## src/rtl/tsf_pkg.sv

```systemverilog
`default_nettype none

package tsf_pkg;

    // ==========================================================
    // widths and types
    localparam int ADDR_W = 8;
    localparam int DATA_W = 16;
    localparam int NUM_TRAPS = 4;

    typedef logic [ADDR_W-1:0] tsf_addr_t;
    typedef logic [DATA_W-1:0] tsf_data_t;
    typedef logic [NUM_TRAPS-1:0] tsf_trap_vec_t;

    // ==========================================================
    // register offsets (byte addresses)
    localparam tsf_addr_t OFF_TRAP_CTRL = 8'h00;
    localparam tsf_addr_t OFF_IRQ_STATUS = 8'h04;
    localparam tsf_addr_t OFF_IRQ_MASK = 8'h08;

    // ==========================================================
    // field positions: trap vector index i sits at bit FLAG_LSB + i
    localparam int FLAG_LSB = 1;
    localparam int IDX_OSC_FAIL = 0;
    localparam int IDX_STACK_ERR = 1;
    localparam int IDX_ADDR_ERR = 2;
    localparam int IDX_ARITH_ERR = 3;
    localparam int BIT_UNIMPL = 0;

    // ==========================================================
    // reset values
    localparam logic FLAG_RESET = 1'b0;
    localparam tsf_data_t READ_ZERO = 16'h0000;
    localparam tsf_trap_vec_t MASK_RESET = 4'h0;

    // register select decode, shared by the read and write paths
    function automatic logic tsf_hit(input tsf_addr_t addr, input tsf_addr_t off);
        tsf_hit = (addr == off);
    endfunction

    // place the trap vector into its register lanes, all other bits zero
    function automatic tsf_data_t tsf_place(input tsf_trap_vec_t v);
        tsf_place = tsf_data_t'(v) << FLAG_LSB;
    endfunction

endpackage

`default_nettype wire

```

## src/rtl/trap_status_flags.sv

```systemverilog
`timescale 1ns/100ps
`default_nettype none

// ==========================================================
// trap status flags with register port and trap interrupt
module trap_status_flags (
    // clock and reset
    input wire logic mclk,
    input wire logic reset_n,
    // trap sources from the core, same clock, high for each occurrence
    input wire logic arith_error_trap,
    input wire logic address_error_trap,
    input wire logic stack_error_trap,
    input wire logic oscillator_failure_trap,
    // register port
    input wire tsf_pkg::tsf_addr_t reg_addr,
    input wire tsf_pkg::tsf_data_t reg_wdata,
    input wire logic reg_wr,
    input wire logic reg_rd,
    output tsf_pkg::tsf_data_t reg_rdata,
    // flag levels to the core
    output logic arith_error_flag,
    output logic address_error_flag,
    output logic stack_error_flag,
    output logic oscillator_failure_flag,
    // interrupt
    output logic irq
);

    // ==========================================================
    // trap gathering
    tsf_pkg::tsf_trap_vec_t trap_vec;
    tsf_pkg::tsf_trap_vec_t flag_vec;
    tsf_pkg::tsf_trap_vec_t flag_clr;
    tsf_pkg::tsf_trap_vec_t wr_field;

    // each source lands on its own lane of the trap vector
    assign trap_vec[tsf_pkg::IDX_ARITH_ERR] = arith_error_trap;
    assign trap_vec[tsf_pkg::IDX_ADDR_ERR] = address_error_trap;
    assign trap_vec[tsf_pkg::IDX_STACK_ERR] = stack_error_trap;
    assign trap_vec[tsf_pkg::IDX_OSC_FAIL] = oscillator_failure_trap;

    // ==========================================================
    // register decode
    logic sel_trap;
    logic sel_status;
    logic sel_mask;
    logic wr_trap;
    logic wr_mask;
    logic rd_status;

    assign sel_trap = tsf_pkg::tsf_hit(reg_addr, tsf_pkg::OFF_TRAP_CTRL);
    assign sel_status = tsf_pkg::tsf_hit(reg_addr, tsf_pkg::OFF_IRQ_STATUS);
    assign sel_mask = tsf_pkg::tsf_hit(reg_addr, tsf_pkg::OFF_IRQ_MASK);
    assign wr_trap = reg_wr & sel_trap;
    assign wr_mask = reg_wr & sel_mask;
    assign rd_status = reg_rd & sel_status;

    // writable lanes of the data word, bit 0 and upper bits dropped
    assign wr_field = reg_wdata[tsf_pkg::FLAG_LSB +: tsf_pkg::NUM_TRAPS];

    // only a written zero clears; a written one leaves the flag alone
    assign flag_clr = {tsf_pkg::NUM_TRAPS{wr_trap}} & ~wr_field;

    // ==========================================================
    // sticky trap flags, one instance per trap
    generate
        for (genvar i = 0; i < tsf_pkg::NUM_TRAPS; i++) begin : g_flag
            tsf_sticky_flag u_flag (
                .mclk(mclk),
                .reset_n(reset_n),
                .set(trap_vec[i]),
                .clr(flag_clr[i]),
                .flag(flag_vec[i])
            );
        end
    endgenerate

    // flag levels for the core's trap logic
    assign arith_error_flag = flag_vec[tsf_pkg::IDX_ARITH_ERR];
    assign address_error_flag = flag_vec[tsf_pkg::IDX_ADDR_ERR];
    assign stack_error_flag = flag_vec[tsf_pkg::IDX_STACK_ERR];
    assign oscillator_failure_flag = flag_vec[tsf_pkg::IDX_OSC_FAIL];

    // ==========================================================
    // interrupt unit
    tsf_pkg::tsf_trap_vec_t status_vec;
    tsf_pkg::tsf_trap_vec_t mask_vec;

    tsf_irq_unit u_irq (
        .mclk(mclk),
        .reset_n(reset_n),
        .event_vec(trap_vec),
        .status_rd(rd_status),
        .mask_wr(wr_mask),
        .mask_wdata(wr_field),
        .status_vec(status_vec),
        .mask_vec(mask_vec),
        .irq(irq)
    );

    // ==========================================================
    // read path
    tsf_pkg::tsf_data_t trap_image;
    tsf_pkg::tsf_data_t status_image;
    tsf_pkg::tsf_data_t mask_image;
    tsf_pkg::tsf_data_t rd_mux;
    tsf_pkg::tsf_data_t rdata_q;
    tsf_pkg::tsf_data_t rdata_d;

    // placement puts a zero in bit 0 and in every bit above the flags
    assign trap_image = tsf_pkg::tsf_place(flag_vec);
    assign status_image = tsf_pkg::tsf_place(status_vec);
    assign mask_image = tsf_pkg::tsf_place(mask_vec);

    // unmapped addresses answer zero, so software never sees stale data
    assign rd_mux = sel_trap ? trap_image :
                    sel_status ? status_image :
                    sel_mask ? mask_image : tsf_pkg::READ_ZERO;

    // data stands only in the cycle after the strobe
    assign rdata_d = reg_rd ? rd_mux : tsf_pkg::READ_ZERO;
    assign reg_rdata = rdata_q;

    always_ff @(posedge mclk) begin
        if (!reset_n) begin
            rdata_q <= tsf_pkg::READ_ZERO;
        end else begin
            rdata_q <= rdata_d;
        end
    end

endmodule // trap_status_flags

`default_nettype wire

```

## src/rtl/tsf_sticky_flag.sv

```systemverilog
`timescale 1ns/100ps
`default_nettype none

// ==========================================================
// one sticky status bit: set wins over a clear in the same cycle
module tsf_sticky_flag (
    // clock and reset
    input wire logic mclk,
    input wire logic reset_n,
    // control
    input wire logic set,
    input wire logic clr,
    // state
    output logic flag
);

    logic flag_q;
    logic flag_d;

    // a clear that meets a new event must not drop the event
    assign flag_d = set | (flag_q & ~clr);
    assign flag = flag_q;

    // synchronous reset to the defined idle value
    always_ff @(posedge mclk) begin
        if (!reset_n) begin
            flag_q <= tsf_pkg::FLAG_RESET;
        end else begin
            flag_q <= flag_d;
        end
    end

endmodule // tsf_sticky_flag

`default_nettype wire

```

## src/rtl/tsf_irq_unit.sv

```systemverilog
`timescale 1ns/100ps
`default_nettype none

// ==========================================================
// interrupt status (clear on read), mask and level output
module tsf_irq_unit (
    // clock and reset
    input wire logic mclk,
    input wire logic reset_n,
    // events, one pulse per trap occurrence
    input wire tsf_pkg::tsf_trap_vec_t event_vec,
    // software side
    input wire logic status_rd,
    input wire logic mask_wr,
    input wire tsf_pkg::tsf_trap_vec_t mask_wdata,
    // state
    output tsf_pkg::tsf_trap_vec_t status_vec,
    output tsf_pkg::tsf_trap_vec_t mask_vec,
    output logic irq
);

    tsf_pkg::tsf_trap_vec_t mask_q;
    tsf_pkg::tsf_trap_vec_t mask_d;

    // sticky status bits; the read returns the old value, then clears
    generate
        for (genvar i = 0; i < tsf_pkg::NUM_TRAPS; i++) begin : g_status
            tsf_sticky_flag u_status (
                .mclk(mclk),
                .reset_n(reset_n),
                .set(event_vec[i]),
                .clr(status_rd),
                .flag(status_vec[i])
            );
        end
    endgenerate

    // mask write path
    assign mask_d = mask_wr ? mask_wdata : mask_q;
    assign mask_vec = mask_q;

    always_ff @(posedge mclk) begin
        if (!reset_n) begin
            mask_q <= tsf_pkg::MASK_RESET;
        end else begin
            mask_q <= mask_d;
        end
    end

    // level output straight from flops, no extra latency on the request
    assign irq = |(status_vec & mask_q);

endmodule // tsf_irq_unit

`default_nettype wire

```

## config.mk

```make
export PLATFORM = sky130hd
export DESIGN_NAME = trap_status_flags
export DESIGN_NICKNAME = d
export VERILOG_FILES = /design/src/rtl/tsf_pkg.sv /design/src/rtl/trap_status_flags.sv /design/src/rtl/tsf_sticky_flag.sv /design/src/rtl/tsf_irq_unit.sv
export SDC_FILE = /design/constraint.sdc
export NUM_CORES = 1
export LEC_CHECK = 0
export BUFFER_PORTS_ARGS = -buffer_cell sky130_fd_sc_hd__buf_2
export CAP_MARGIN = 20
export CORE_MARGIN = 2
export CORE_UTILIZATION = 44
export CTS_CLUSTER_DIAMETER = 40
export CTS_CLUSTER_SIZE = 25
export DETAILED_ROUTE_END_ITERATION = 8
export PLACE_DENSITY = 0.93
export SLEW_MARGIN = 30
export SYNTH_ARGS = -nofsm -noshare
export SYNTH_HDL_FRONTEND = slang
export SYNTH_SLANG_ARGS = --single-unit
export TNS_END_PERCENT = 50
```

## constraint.sdc

```tcl
create_clock -name mclk -period 2.3 [get_ports mclk]
set_clock_uncertainty 0.1 [all_clocks]
set_input_delay 0.345 -clock mclk [delete_from_list [all_inputs] [get_ports mclk]]
set_output_delay 0.345 -clock mclk [all_outputs]
set_load 0.005 [all_outputs]
```

Word level (Yosys, flattened, before mapping):

Cells that the tools add are included.

* equality and inequality tests: 2
* muxes and demuxes: 3
* bitwise operators: 29
* reduce and logical (&&, ||, !) cells: 4

Operators by type and width (number)
* two-way mux 5 bit: 3
* bitwise AND 1 bit: 11
* bitwise AND 4 bit: 2
* == test 8 x 3 -> 1 bit (second input constant): 1
* == test 8 x 4 -> 1 bit (second input constant): 1
* zero test 8 bit: 1
* bitwise OR 1 bit: 8
* OR reduction 4 bit: 2
* inverter 1 bit: 7
* inverter 4 bit: 1
* AND reduction 2 bit: 1

* register bits: 28
* bits of input ports: 32
* output and inout port bits: 21
* word-level logic and storage cells: 49

Longest topological paths before layout:

* word-level depth: 6
* mapped depth: 4

Cells and area by module:

From an unflattened synthesis, not the netlist that was laid out.

* cells, all modules: 88
* area total of the unflattened synthesis: 917.1 um^2

Modules (own cells, without submodules)
* trap_status_flags: instances 1, cells an instance 48, area an instance 411.6 um^2, sequential area each 80.1 um^2
* tsf_sticky_flag: instances 8, cells an instance 3, area an instance 41.3 um^2, sequential area each 20.0 um^2
* tsf_irq_unit: instances 1, cells an instance 16, area an instance 175.2 um^2, sequential area each 80.1 um^2

Worst setup path before layout:

OpenSTA, ideal clock, no wires.

* path kind: input -> register
* start: input port reg_addr[7]
* end: register u_irq.mask_q[0] (netlist: u_irq.mask_vec[0])
* library setup time: 0.072 ns
* data arrival time: 1.470 ns
* required time: 2.128 ns
* slack: 0.659 ns
* stages: 3
* cell sequence: or4_4 > nor4_4 > mux2i_1

* longest elaborated chain between the ends: 2

Ends and longest elaborated chain
* start: declaration: RTL line trap_status_flags.sv:16 `input wire tsf_pkg::tsf_addr_t reg_addr,`
* == test 8 x 4 -> 1 bit: RTL line tsf_pkg.sv:38 `tsf_hit = (addr == off);`
* bitwise AND 1 bit: RTL line trap_status_flags.sv:56 `assign wr_mask = reg_wr & sel_mask;`
* end signal: assignment: RTL line tsf_irq_unit.sv:44 `mask_q <= tsf_pkg::MASK_RESET;`
* end signal: assignment: RTL line tsf_irq_unit.sv:46 `mask_q <= mask_d;`
* end: declaration: RTL line tsf_irq_unit.sv:22 `tsf_pkg::tsf_trap_vec_t mask_q;`

Every way passes these cells.
A chain may end at the register's enable or synchronous reset.

Worst setup path in the final report:

* start: input port reg_addr[7]
* end: register u_irq.mask_q[3] (netlist: u_irq.mask_vec[3])

The elaborated chain is that of the path after synthesis.

==> run metrics <==
critical path class=input pin to register; worst-path maximum fanout=4; CTS Buf Count=3; pin count of the biggest net entering global routing=18; IO Pins=53; first-pass GRT wire length=2990 um; fin crit period=1.58 ns; DRC Markers=0; finished layout cell area=966 um2; reg2reg path depth=3; post-synth top area cell=dfxtp_1; via count=753; Fin. Hold Viols=0; Hold Crit Depth=3; family with the most delay on the worst path=simple AND/OR/NAND/NOR gates; Post-Syn Instances=97; clock root cell=clkbuf_4; async set or reset register ratio after synthesis=0; Core Util, Final=0.553; CTS resizes=0; gp weighted congestion=0.816; Yosys top cell area share=0.384; ant diodes=0; grt total ovfl=0; Synth Flop Type=dfxtp_1; most common cell after layout, fill and taps aside=buf_2; dominant cells by area after synthesis=dfxtp_1 (38%), buf_4 (11%), mux2i_1 (9.6%); H-tree depth=1; Max Cap Viol=0; Seq/Total Area, Yosys=0.384; # hold bufs at CTS=0; Max Slew Vio Count=0; Die Area=2260 um2; PD cells=523 nW/um2; Core ar.=1750 um2; Final setup viols=0; CTS Sinks=16; ratio of cells with drive above 1 in the final layout=0.323; Avg Vias per Cell=5.05; Worst EP arrival=1.69 ns; Cell Rows=15; commonest cells after routing, fill and taps aside=buf_2 (28), dfxtp_1 (16), nand2_1 (15), conb_1 (12); crit-path cells=buf_2 -> or4_4 -> nor4_4 -> mux2i_1; CP bufs+invs=1; Placed Area=943 um2; Synth warnings=0; number of global-route vias before repair=702; synthesis-stage register bit count=16; Hold Crit Class=input pin to register; CP max-delay cell=or4_4; Total GRT Usage=0.196; starting density of the core=0.477; initial antenna violation count=0; post-CTS setup buffer count=0; drt initial violations=29; synth unique cells=20; Tcrit/Tclk final=0.686; WP depth=4; clk_lat worst skew=0.28 ns; status=completed; layout net count=158; Post-synth EDFFs=0; Routed Antenna Nets=0; Reg clk slew, reported paths=0.08 ns; first-pass detailed-route iteration total=4; Worst setup EP type=register; Power, Total=505 uW; mean post-synth cell area=8.59 um2; Mapped Area=833 um2; Clock Path Buffers=2; Leakage=0.000420 uW; final WL=1860 um; post-DR wirelength/cell=12.5 um; Largest stage delay, worst path=0.57 ns; # fillers=157; fmax=634 MHz; Worst EP required=2.41 ns; unrepaired setup endpoints after global routing=false; CTS tree=built; die height=47.5 um; TNS Setup=0 ns; DP HPWL=1460 um; PortBufs=28; Peak VDD IR=0.308 mV; area grow syn2layout=15.9%; startpoint types=input pin; die width=47.5 um
-- through the flow --
step | instances | hold WS [ns] | worst slack, ns
after floorplan | 108 | 0.347 | 0.659
after CTS | 149 | 0.212 | 0.716
final | 149 | 0.219 | 0.722
after global routing | 149 | 0.219 | 0.654
after detailed placement | 146 | 0.384 | 0.415
after global placement | 146 | 0.362 | 0.461
-- layer usage --
metal / GRT usage / wire [um] / vias to the layer above / part of all wire
met3: 0.0792 / 151 / 2 / 0.081
met2: 0.322 / 946 / 33 / 0.51
met4: 0.106 / 14 / 0 / 0.0075
met5: 0 / 0 / - / 0
li1: - / - / 365 / -
met1: 0.215 / 747 / 353 / 0.40
-- synth_stat cells, drive strengths merged (2+ instances only) --
cell type and n:
a21boi 4, a21oi 8, a22oi 2, buf 13, clkbuf 2, dfxtp 16, mux2i 8, nand2 15
nor2 4, nor3 5, nor4 3, o21ai 8, or2 4
-- area by class of cell --
cell class	instances	area, um2	area share
clock buffers	3	22.5	0.0233
well taps	25	31.3	0.0324
multi-input cells	77	452	0.468
repair buffers	28	140	0.145
flip-flops and latches	16	320	0.332
-- kinds of logic (layout without fill, tap and decap cells) --
group,after synthesis,count (layout),share of synthesized area
other,1,12,0.00450
AOI/OAI and AO/OA,22,22,0.150
muxes,8,8,0.0961
and+or+nand+nor,35,35,0.242
DFF,16,16,0.384
buffers and inverters,15,31,0.123
-- state kept, by name (all words and copies together), names as in the netlist --
signal,cells
reg_rdata,4
u_irq.mask_vec,4
u_irq.g_status.u_status.flag,4
g_flag.u_flag.flag,4
-- worst reg2reg max path: stages, from the launching register on --
cell and delay (ns):
dfxtp_1 0.39, mux2i_1 0.10, or2_2 0.27, a21boi_0 0.15
-- report_power, final --
part | internal, uW | leakage [uW] | switching, uW
sequential | 287 | 0.000132 | 8.57
combinational | 28.9 | 0.000275 | 40.3
clock | 60.8 | 0.0000138 | 79.3
-- final timing paths --
| check | from | endpoint | slack [ns] |
|---|---|---|---|
| setup reg to reg | u_irq.mask_vec[0] | reg_rdata[1] | 1.22 |
| hold reg to reg | u_irq.mask_vec[3] | u_irq.mask_vec[3] | 0.39 |
| hold / removal | reg_wdata[3] | u_irq.mask_vec[2] | 0.22 |
| setup / recovery | reg_addr[7] | u_irq.mask_vec[3] | 0.72 |
No activity file was read; power rests on OpenSTA's default activity.
